==> config.mk <==
export PLATFORM = sky130hd
export DESIGN_NAME = absolute_encoder_position_tracker
export DESIGN_NICKNAME = d
export VERILOG_FILES = /design/src/absenc_pkg.sv /design/src/absolute_encoder_position_tracker.sv
export SDC_FILE = /design/constraint.sdc
export NUM_CORES = 1
export LEC_CHECK = 0
export ABC_AREA = 0
export BUFFER_PORTS_ARGS = -buffer_cell sky130_fd_sc_hd__buf_4
export CORE_AREA = 5 5 171 173
export CTS_CLUSTER_SIZE = 14
export DETAILED_ROUTE_END_ITERATION = 8
export DIE_AREA = 0 0 176 178
export PLACE_DENSITY = 0.8
export SLEW_MARGIN = 20
export SYNTH_ARGS = -nofsm -noshare
export SYNTH_HDL_FRONTEND = slang
export SYNTH_SLANG_ARGS = --single-unit
==> constraint.sdc <==
create_clock -name core_clk -period 8.1 [get_ports core_clk]
set_input_delay 0 -clock core_clk [delete_from_list [all_inputs] [get_ports core_clk]]
set_output_delay 0 -clock core_clk [all_outputs]
set_load 0.01 [all_outputs]
==> src/absenc_pkg.sv <==
package absenc_pkg;

  // ----------------------------------------------------------------------
  // Register map (byte addresses)
  // ----------------------------------------------------------------------
  localparam logic [7:0] ADDR_ENC_TYPE  = 8'h00;
  localparam logic [7:0] ADDR_MODE      = 8'h04;
  localparam logic [7:0] ADDR_OFS_LOW   = 8'h08;
  localparam logic [7:0] ADDR_OFS_HIGH  = 8'h0c;
  localparam logic [7:0] ADDR_SHIELD    = 8'h10;
  localparam logic [7:0] ADDR_MECH_POS  = 8'h14;
  localparam logic [7:0] ADDR_IRQ_STAT  = 8'h18;
  localparam logic [7:0] ADDR_IRQ_MASK  = 8'h1c;
  localparam logic [7:0] ADDR_CONTROL   = 8'h20;
  localparam logic [7:0] ADDR_STATUS    = 8'h24;
  localparam logic [7:0] ADDR_TARGET    = 8'h28;
  localparam logic [7:0] ADDR_POS_ERROR = 8'h2c;

  // ----------------------------------------------------------------------
  // Field positions
  // ----------------------------------------------------------------------
  localparam int CTRL_HOME_BIT   = 0;
  localparam int CTRL_FRESET_BIT = 1;
  localparam int EV_OVERFLOW     = 0;
  localparam int EV_BATT_FAIL    = 1;
  localparam int EV_BATT_LOW     = 2;
  localparam int EV_STO_TRIP     = 3;
  localparam int NUM_EVENTS      = 4;
  localparam int NUM_FAULTS      = 3;
  localparam int SHIELD_LOW_BIT  = 0;
  localparam int SHIELD_FAIL_BIT = 1;
  localparam int STAT_STO_A_BIT  = 3;
  localparam int STAT_STO_B_BIT  = 4;
  localparam int STAT_TORQUE_BIT = 5;
  localparam int STAT_RES24_BIT  = 6;

  // ----------------------------------------------------------------------
  // Encodings and reset values
  // ----------------------------------------------------------------------
  localparam int              TURN_BITS       = 16;
  localparam int              RES_LOW_BITS    = 17;
  localparam int              RES_HIGH_BITS   = 24;
  localparam logic [15:0]     ENC_TYPE_24BIT  = 16'h0002;
  localparam logic [15:0]     ENC_TYPE_RESET  = 16'h0000;
  localparam logic            MODE_ABSOLUTE   = 1'b1;
  localparam logic            MODE_RESET      = 1'b0;
  localparam logic [15:0]     TURN_FWD_LIMIT  = 16'h7fff;
  localparam logic [15:0]     TURN_REV_WRAP   = 16'h8000;
  localparam logic [1:0]      RESP_OKAY       = 2'b00;
  localparam logic [1:0]      RESP_SLVERR     = 2'b10;

endpackage

==> src/absolute_encoder_position_tracker.sv <==
// Implementation choices: register access over AXI4-Lite and the placing of the registers.
`timescale 1ns/1ps
module absolute_encoder_position_tracker
  import absenc_pkg::*;
#(
  parameter logic [1:0] BATT_SHIELD = 2'b00  // Value of battery_alarm_mask.
) (
  input  wire logic        core_clk,        // System clock, 20 MHz.
  input  wire logic        sys_rst,         // Asynchronous reset, active high.
  input  wire logic [7:0]  s_axi_awaddr,    // Write address.
  input  wire logic        s_axi_awvalid,   // Write address valid.
  output logic             s_axi_awready,   // Write address ready.
  input  wire logic [31:0] s_axi_wdata,     // Write data.
  input  wire logic [3:0]  s_axi_wstrb,     // Write byte strobes.
  input  wire logic        s_axi_wvalid,    // Write data valid.
  output logic             s_axi_wready,    // Write data ready.
  output logic [1:0]       s_axi_bresp,     // Write response.
  output logic             s_axi_bvalid,    // Write response valid.
  input  wire logic        s_axi_bready,    // Write response ready.
  input  wire logic [7:0]  s_axi_araddr,    // Read address.
  input  wire logic        s_axi_arvalid,   // Read address valid.
  output logic             s_axi_arready,   // Read address ready.
  output logic [31:0]      s_axi_rdata,     // Read data.
  output logic [1:0]       s_axi_rresp,     // Read response.
  output logic             s_axi_rvalid,    // Read data valid.
  input  wire logic        s_axi_rready,    // Read data ready.
  input  wire logic        enc_valid,       // Encoder sample strobe.
  input  wire logic [15:0] enc_turns,       // Signed multi-turn count.
  input  wire logic [23:0] enc_single,      // Single-turn position.
  input  wire logic        enc_batt_first,  // Battery first powered flag.
  input  wire logic        enc_batt_low,    // Battery voltage low flag.
  input  wire logic        sto_chan_a,      // Safe torque off channel a pin.
  input  wire logic        sto_chan_b,      // Safe torque off channel b pin.
  output logic             torque_enable,   // Torque output allowed.
  output logic [31:0]      mech_position,   // Mechanical position.
  output logic [2:0]       fault_flags,     // Latched encoder faults.
  output logic             irq              // Interrupt, level.
);

  // ----------------------------------------------------------------------
  // State
  // ----------------------------------------------------------------------
  typedef struct packed {
    logic [2:0]            sync_a;
    logic [2:0]            sync_b;
    logic                  sto_a;
    logic                  sto_b;
    logic                  torque;
    logic [15:0]           enc_type;
    logic                  abs_mode;
    logic [63:0]           offset;
    logic [63:0]           home_base;
    logic [63:0]           raw_pos;
    logic [15:0]           prev_turns;
    logic                  have_sample;
    logic [31:0]           mech;
    logic [31:0]           target;
    logic [NUM_FAULTS-1:0] fault;
    logic [NUM_EVENTS-1:0] irq_stat;
    logic [NUM_EVENTS-1:0] irq_mask;
    logic                  bvalid;
    logic [1:0]            bresp;
    logic                  rvalid;
    logic [1:0]            rresp;
    logic [31:0]           rdata;
  } state_type;

  state_type s;
  state_type n;

  logic                  aw_fire;
  logic                  ar_fire;
  logic                  home_cmd;
  logic                  freset_cmd;
  logic                  wrap;
  logic [63:0]           sample_pos;
  logic [63:0]           enc_pos;
  logic [NUM_EVENTS-1:0] ev;

  // ----------------------------------------------------------------------
  // Helpers
  // ----------------------------------------------------------------------
  function automatic logic [63:0] compose(input logic [15:0] turns,
                                          input logic [23:0] single,
                                          input logic        res24);
    logic [63:0] t;
    t = {{48{turns[15]}}, turns};
    if (res24) begin
      compose = (t << RES_HIGH_BITS) | {40'h0, single};
    end else begin
      compose = (t << RES_LOW_BITS) | {47'h0, single[16:0]};
    end
  endfunction

  function automatic logic [31:0] merge(input logic [31:0] old,
                                        input logic [31:0] data,
                                        input logic [3:0]  strb);
    logic [31:0] r;
    r = old;
    for (int i = 0; i < 4; i++) begin
      if (strb[i]) begin
        r[i*8 +: 8] = data[i*8 +: 8];
      end
    end
    merge = r;
  endfunction

  function automatic logic mapped(input logic [7:0] addr);
    mapped = (addr[1:0] == 2'b00) && (addr <= ADDR_POS_ERROR);
  endfunction

  // ----------------------------------------------------------------------
  // Handshakes and outputs
  // ----------------------------------------------------------------------
  // Address and data are taken together so a write never sits half-accepted.
  assign aw_fire       = s_axi_awvalid && s_axi_wvalid && !s.bvalid;
  assign ar_fire       = s_axi_arvalid && !s.rvalid;
  assign s_axi_awready = aw_fire;
  assign s_axi_wready  = aw_fire;
  assign s_axi_arready = !s.rvalid;
  assign s_axi_bvalid  = s.bvalid;
  assign s_axi_bresp   = s.bresp;
  assign s_axi_rvalid  = s.rvalid;
  assign s_axi_rresp   = s.rresp;
  assign s_axi_rdata   = s.rdata;
  assign torque_enable = s.torque;
  assign mech_position = s.mech;
  assign fault_flags   = s.fault;
  assign irq           = |(s.irq_stat & s.irq_mask);

  assign home_cmd   = aw_fire && s_axi_awaddr == ADDR_CONTROL && s_axi_wstrb[0]
                      && s_axi_wdata[CTRL_HOME_BIT];
  assign freset_cmd = aw_fire && s_axi_awaddr == ADDR_CONTROL && s_axi_wstrb[0]
                      && s_axi_wdata[CTRL_FRESET_BIT];
  assign sample_pos = compose(enc_turns, enc_single, s.enc_type == ENC_TYPE_24BIT);
  // A jump across the sign boundary between the two outer quarters is a wrap.
  assign wrap = (s.prev_turns[15:14] == 2'b01 && enc_turns[15:14] == 2'b10)
             || (s.prev_turns[15:14] == 2'b10 && enc_turns[15:14] == 2'b01);
  // Absolute mode uses the battery-backed count as is; incremental is relative.
  assign enc_pos = s.abs_mode ? s.raw_pos : s.raw_pos - s.home_base;

  // ----------------------------------------------------------------------
  // Next state
  // ----------------------------------------------------------------------
  always_comb begin
    n  = s;
    ev = '0;

    // The first stage feeds only the second; a level counts once 2 and 3 agree.
    n.sync_a = {s.sync_a[1:0], sto_chan_a};
    n.sync_b = {s.sync_b[1:0], sto_chan_b};
    if (s.sync_a[2] == s.sync_a[1]) begin
      n.sto_a = s.sync_a[2];
    end
    if (s.sync_b[2] == s.sync_b[1]) begin
      n.sto_b = s.sync_b[2];
    end
    n.torque = n.sto_a && n.sto_b;
    ev[EV_STO_TRIP] = s.torque && !n.torque;

    if (enc_valid) begin
      n.raw_pos     = sample_pos;
      n.prev_turns  = enc_turns;
      n.have_sample = 1'b1;
      if (!s.have_sample && !s.abs_mode) begin
        n.home_base = sample_pos;
      end
      if (s.abs_mode && s.have_sample && wrap) begin
        ev[EV_OVERFLOW] = 1'b1;
      end
      if (s.abs_mode && enc_batt_first && !BATT_SHIELD[SHIELD_FAIL_BIT]) begin
        ev[EV_BATT_FAIL] = 1'b1;
        n.offset         = sample_pos;
      end
      if (enc_batt_low && !BATT_SHIELD[SHIELD_LOW_BIT]) begin
        ev[EV_BATT_LOW] = 1'b1;
      end
    end

    if (home_cmd) begin
      if (s.abs_mode) begin
        n.offset = s.raw_pos;
      end else begin
        n.home_base = s.raw_pos;
        n.offset    = '0;
      end
    end

    n.mech = enc_pos[31:0] - s.offset[31:0];

    // A new fault beats a reset arriving in the same cycle.
    n.fault = (freset_cmd ? '0 : s.fault) | ev[NUM_FAULTS-1:0];

    if (aw_fire && s_axi_awaddr == ADDR_IRQ_STAT && s_axi_wstrb[0]) begin
      n.irq_stat = s.irq_stat & ~s_axi_wdata[NUM_EVENTS-1:0];
    end
    n.irq_stat = n.irq_stat | ev;

    if (aw_fire) begin
      unique case (s_axi_awaddr)
        ADDR_ENC_TYPE: n.enc_type = 16'(merge({16'h0, s.enc_type}, s_axi_wdata, s_axi_wstrb));
        ADDR_MODE: begin
          if (s_axi_wstrb[0]) begin
            n.abs_mode = s_axi_wdata[0];
          end
        end
        ADDR_IRQ_MASK: begin
          if (s_axi_wstrb[0]) begin
            n.irq_mask = s_axi_wdata[NUM_EVENTS-1:0];
          end
        end
        ADDR_TARGET: n.target = merge(s.target, s_axi_wdata, s_axi_wstrb);
        default: begin
        end
      endcase
      n.bvalid = 1'b1;
      n.bresp  = mapped(s_axi_awaddr) ? RESP_OKAY : RESP_SLVERR;
    end else if (s_axi_bready) begin
      n.bvalid = 1'b0;
    end

    if (ar_fire) begin
      n.rvalid = 1'b1;
      n.rresp  = mapped(s_axi_araddr) ? RESP_OKAY : RESP_SLVERR;
      unique case (s_axi_araddr)
        ADDR_ENC_TYPE:  n.rdata = {16'h0, s.enc_type};
        ADDR_MODE:      n.rdata = {31'h0, s.abs_mode};
        ADDR_OFS_LOW:   n.rdata = s.offset[31:0];
        ADDR_OFS_HIGH:  n.rdata = s.offset[63:32];
        ADDR_SHIELD:    n.rdata = {30'h0, BATT_SHIELD};
        ADDR_MECH_POS:  n.rdata = s.mech;
        ADDR_IRQ_STAT:  n.rdata = {28'h0, s.irq_stat};
        ADDR_IRQ_MASK:  n.rdata = {28'h0, s.irq_mask};
        ADDR_STATUS:    n.rdata = {25'h0, s.enc_type == ENC_TYPE_24BIT, s.torque,
                                   s.sto_b, s.sto_a, s.fault};
        ADDR_TARGET:    n.rdata = s.target;
        ADDR_POS_ERROR: n.rdata = s.target - s.mech;
        default:        n.rdata = 32'h0;
      endcase
    end else if (s_axi_rready) begin
      n.rvalid = 1'b0;
    end
  end

  // ----------------------------------------------------------------------
  // Registers
  // ----------------------------------------------------------------------
  // Channels start deasserted, so torque is held off until both pins are high.
  always_ff @(posedge core_clk or posedge sys_rst) begin
    if (sys_rst) begin
      s          <= '0;
      s.enc_type <= ENC_TYPE_RESET;
      s.abs_mode <= MODE_RESET;
    end else begin
      s <= n;
    end
  end
endmodule

# --- Yosys cells after proc, flatten, opt, wreduce, memory -nomap -nowiden ---
# Cells that the tools add are included.
# W data, S select, Z words.
totals:
  inputBits: 104
  output_inout_bits: 78
  register_bits: 348
op_classes:
  bitwise_logic: 7
  eq_ne: 21
  addsub: 3
  magnitude_cmp: 2
  reduce_logical: 43
  n_mux: 23
op_table:
  columns: ["cell", "n"]
  rows:
  - ["$mux W64", 5]
  - ["$pmux W32 S10", 1]
  - ["$mux W209", 1]
  - ["$mux W128", 1]
  - ["$sub A32 B32 Y32", 3]
  - ["$or A64 B17 Y64", 1]
  - ["$or A64 B24 Y64", 1]
  - ["$eq A8 B5 Y1 const B", 5]
  - ["$eq A8 B6 Y1 const B", 5]
  - ["$mux W32", 1]
  - ["$reduce_and A3 Y1", 8]
  - ["$logic_and A1 B1 Y1", 19]
  - ["$eq A16 B2 Y1 const B", 1]
  - ["$eq A8 B3 Y1 const B", 2]
  - ["$eq A8 B4 Y1 const B", 2]
  - ["$le A8 B6 Y1 const B", 2]
  - ["$logic_not A8 Y1", 2]
  - ["$mux W1", 9]
  - ["$and A4 B4 Y4", 2]
  - ["$reduce_bool A2 Y1", 4]
  - ["$mux W3", 2]
  - ["$logic_not A1 Y1", 5]
  - ["$eq A2 B1 Y1 const B", 2]
  - ["$eq A2 B2 Y1 const B", 2]
  - ["other kinds (10)", 13]

# --- Logic depth before layout (Yosys ltp) ---
logic_depth:
  depth_word: 7
  ltp_mapped: 23

# --- Least setup slack after synthesis ---
# Ideal clock, no wire load.
synth_timing:
  path_kind: "flip-flop to flip-flop"
  startpoint: "register s[139] in the netlist's numbering"
  endpoint: "register s (netlist bit mech_position[28])"
  path_stages_with_launch: 23
  path_buffers: 2
  path_slack_ns: 3.639
  t_arrival_ns: 4.381
  cell_sequence: "dfrtp_1 -> ha_1 -> clkbuf_2 -> nand3_1 -> or2_0 -> a21oi_1 -> a21oi_1 -> a21boi_0 -> nor2_1 -> nor2_1 -> xor2_1 -> mux2_2 -> ha_1 -> buf_2 -> a21oi_1 -> o21ai_0 -> a221o_1 -> a22o_1 -> o41a_1 -> a21o_1 -> a221o_1 -> a21oi_2 -> xnor2_1"
synth_rtl:
  columns: ["item", "line", "source"]
  rows:
  - ["start: declaration", "absolute_encoder_position_tracker.sv:68", "state_type s;"]
  - ["start signal: assignment", "absolute_encoder_position_tracker.sv:255", "s <= n;"]

==> flow_summary.ini <==
[final_layout]
finalNetCount = 2215
final_common_cell = dfrtp_1
drive_above_1_share_pct = 16.6
fillers = 2025
seq_area_um2 = 6280
area_delta_synth_final_pct = 18.7
final_cell_mix = 250 x dfrtp_1, 219 x nand2_1, 193 x buf_4
antennaDiodeCount = 0
multiInputGateArea_um2 = 8780

[setup_path]
worstPathArrival_ps = 5530
crit_buf_inv = 1
cp_cell_sequence = inv_1 > ha_1 > nor2b_1 > o31a_1 > o21a_1 > a21oi_1 > a21boi_0 > o21ai_1 > a21oi_1 > xnor2_1 > o21ai_0 > ha_1 > or3_1 > a221o_1 > a22o_1 > o41a_1 > a21o_1 > a221o_1 > a21oi_2 > xnor2_1
worst_path_max_delay_cell = o21ai_1
required_ps = 8560
crit_type = reg -> reg
crit_family = compound AO/OA/AOI/OAI gates
start_kind = flip-flop
max_stage_delay_ps = 430
path_max_fanout = 7
endpoint_kind = flip-flop

[grt]
overflow = 0
grt_pass1_vias = 14600
grt_pass1_wl_mm = 77.9
gr-usage-all-layers_pct = 30.7
antenna_found_initial = 0
grt_max_degree = 116

[detailed_routing]
drt_wl_total_mm = 48.7
ant_nets = 0
num_vias = 14800
avgRoutedWirePerCell_um = 20.5
drc = 0
viasPerCell = 6.20
drt_first_pass_iters = 5
initialDrtViolationCount = 1603

[sta]
post-route-period-util_pct = 62.6
max_clock_freq_ghz = 0.197
finalHoldViolations = 0
min_period_ps = 5070
slew-limit-headroom_pct = 36.9
rsz0062_at_grt = no
finalSetupTns_ps = 0
worst_pin_slew_ps = 944
setup_viol = 0
maxSlewViolCount = 0
whs_ps = 27.0
clock_skew_ps = 14.1

[synthesis]
synth_cell_types = 74
yosysSeqAreaShare_pct = 38.5
synth.avg_cell_area_um2 = 8.87
synth_area_um2 = 16300
synth-edff-count = 0
synthCells = 1840
ys_warn_count = 0
synth-seq-cells = 251
synth_top_flop_cell = dfrtp_1
synthArstFlopShare_pct = 100

[clocking]
cts_tree = done
cts_setup_buffers = 0
cts_hold_buf = 100
cts-htree-levels = 1
cts_resized = 0
cts_buffers = 28
cts_buffer_depth = 3
path_clk_slew_ps = 60
cts-root-buf = clkbuf_16
clkSinkCount = 251
insertion_delay_ps = 550

[power_and_ir_drop]
swShare_pct = 35.6
ir_drop_mv = 0.185
internal_power_w = 0.00291
p_switching_w = 0.00161
pwr-share-seq_pct = 34.6
p_leak_nw = 8.72
p_per_area_nw_per_um2 = 233
comb_power_share_pct = 36.3
p_clk_share_pct = 29.1

[place]
place_congestion = 0.979
dp_hpwl_mm = 34.3
port_buffers = 179

[run]
drv_cap = 0

[floorplanning]
rows = 61
die_y_um = 178
core_region_area_um2 = 27500
die_w_um = 176
initial_core_util_pct = 59.4
die_area_um2 = 31300
ios = 182

[status]
status = finished, final reports clean

[hold_path]
hold_path.class = in -> reg
state kept, by name (all words and copies together) (netlist names):
register       count
s                175
mech_position     32
s_axi_rdata       32
n                  4
fault_flags        3
s_axi_bresp        1
s_axi_bvalid       1
s_axi_rresp        1
s_axi_rvalid       1
torque_enable      1
final cells by class:
| type | instances | share of cell area [%] |
|---|---|---|
| Multi-Input combinational cell | 1322 | 45.3 |
| Sequential cell | 251 | 32.5 |
| Timing Repair Buffer | 294 | 12.7 |
| Clock buffer | 37 | 4.01 |
| Inverter | 118 | 2.33 |
| Tap cell | 346 | 2.24 |
| Clock inverter | 14 | 0.918 |
cell families (layout without fill, tap and decap cells):
family / Yosys count / count (layout) / share of synthesized area (%)
xor+xnor: 80 / 80 / 4.29
mux: 109 / 109 / 7.25
buf+inv: 268 / 463 / 7.88
other cells: 1 / 2 / 0.0230
compound gates: 574 / 574 / 21.8
simple gates: 459 / 459 / 12.6
flops: 251 / 251 / 38.5
fa+ha+maj: 98 / 98 / 7.62
Yosys cell counts, drive strengths merged (9+ instances only):
cell	n	area, um^2
a22o	14	123
o211ai	20	150
a22oi	41	308
mux2	73	822
xnor2	49	429
nand2b	16	100
nand2	221	830
o21a	16	120
ha	93	1160
a21o	23	173
inv	118	443
nor4	9	56.3
clkbuf	68	256
nand3	31	160
mux2i	36	360
a31oi	49	307
nor2	104	390
dfrtp	251	6280
o31ai	9	67.6
nor3	15	75.1
a21oi	180	905
nor3b	9	67.6
o21ai	144	721
xor2	31	272
buf	82	586
worst reg2reg max path: stages, from the launching register on:
cell and delay, ps:
dfrtp_1 390, inv_1 60, ha_1 260, nor2b_1 140, o31a_1 280, o21a_1 240
a21oi_1 170, a21boi_0 180, o21ai_1 440, a21oi_1 150, xnor2_1 150, o21ai_0 110
ha_1 270, or3_1 360, a221o_1 270, a22o_1 260, o41a_1 410, a21o_1 230
a221o_1 340, a21oi_2 150, xnor2_1 130
power groups by stage:
stage               Clock [W]  Sequential, W  Combinational [W]
finish                0.00132        0.00156            0.00164
global route          0.00139        0.00157            0.00180
CTS                   0.00133        0.00155            0.00161
detailed placement          0        0.00157            0.00156
global placement            0        0.00157            0.00153
floorplan                   0        0.00150            0.00123
per-stage QoR:
step | setup slack, ps | total power, W | cells | instance area, um^2 | util (%)
floorplan | 1200 | 0.00272 | 1841 | 16300 | -
global placement | 3220 | 0.00310 | 2231 | 17400 | 63.3
detailed placement | 3120 | 0.00313 | 2231 | 17400 | 63.3
CTS | 3080 | 0.00449 | 2382 | 19400 | 70.4
global route | 2710 | 0.00476 | 2382 | 19400 | 70.5
finish | 3030 | 0.00452 | 2382 | 19400 | 70.5
final timing paths:
check                              start           endpoint  slack, ps  cells after the start
setup / recovery                  s[195]  mech_position[28]       3030                     20
hold / removal             s_axi_arvalid     s_axi_rresp[1]         30                      5
setup reg to reg                  s[195]  mech_position[28]       3030                     20
hold reg to reg                   n[343]             n[344]        350                      0
max in group asynchronous        sys_rst              s[78]       6650                      4
min in group asynchronous        sys_rst             s[131]        140                      3
routing by layer:
metal / part of all wire, % / GRT usage [%]
met4: 3.4 / 8.84
met5: 0 / 0
met2: 45 / 49.3
met1: 42 / 43.6
met3: 9.2 / 5.04
No activity file was read; power rests on OpenSTA's default activity.
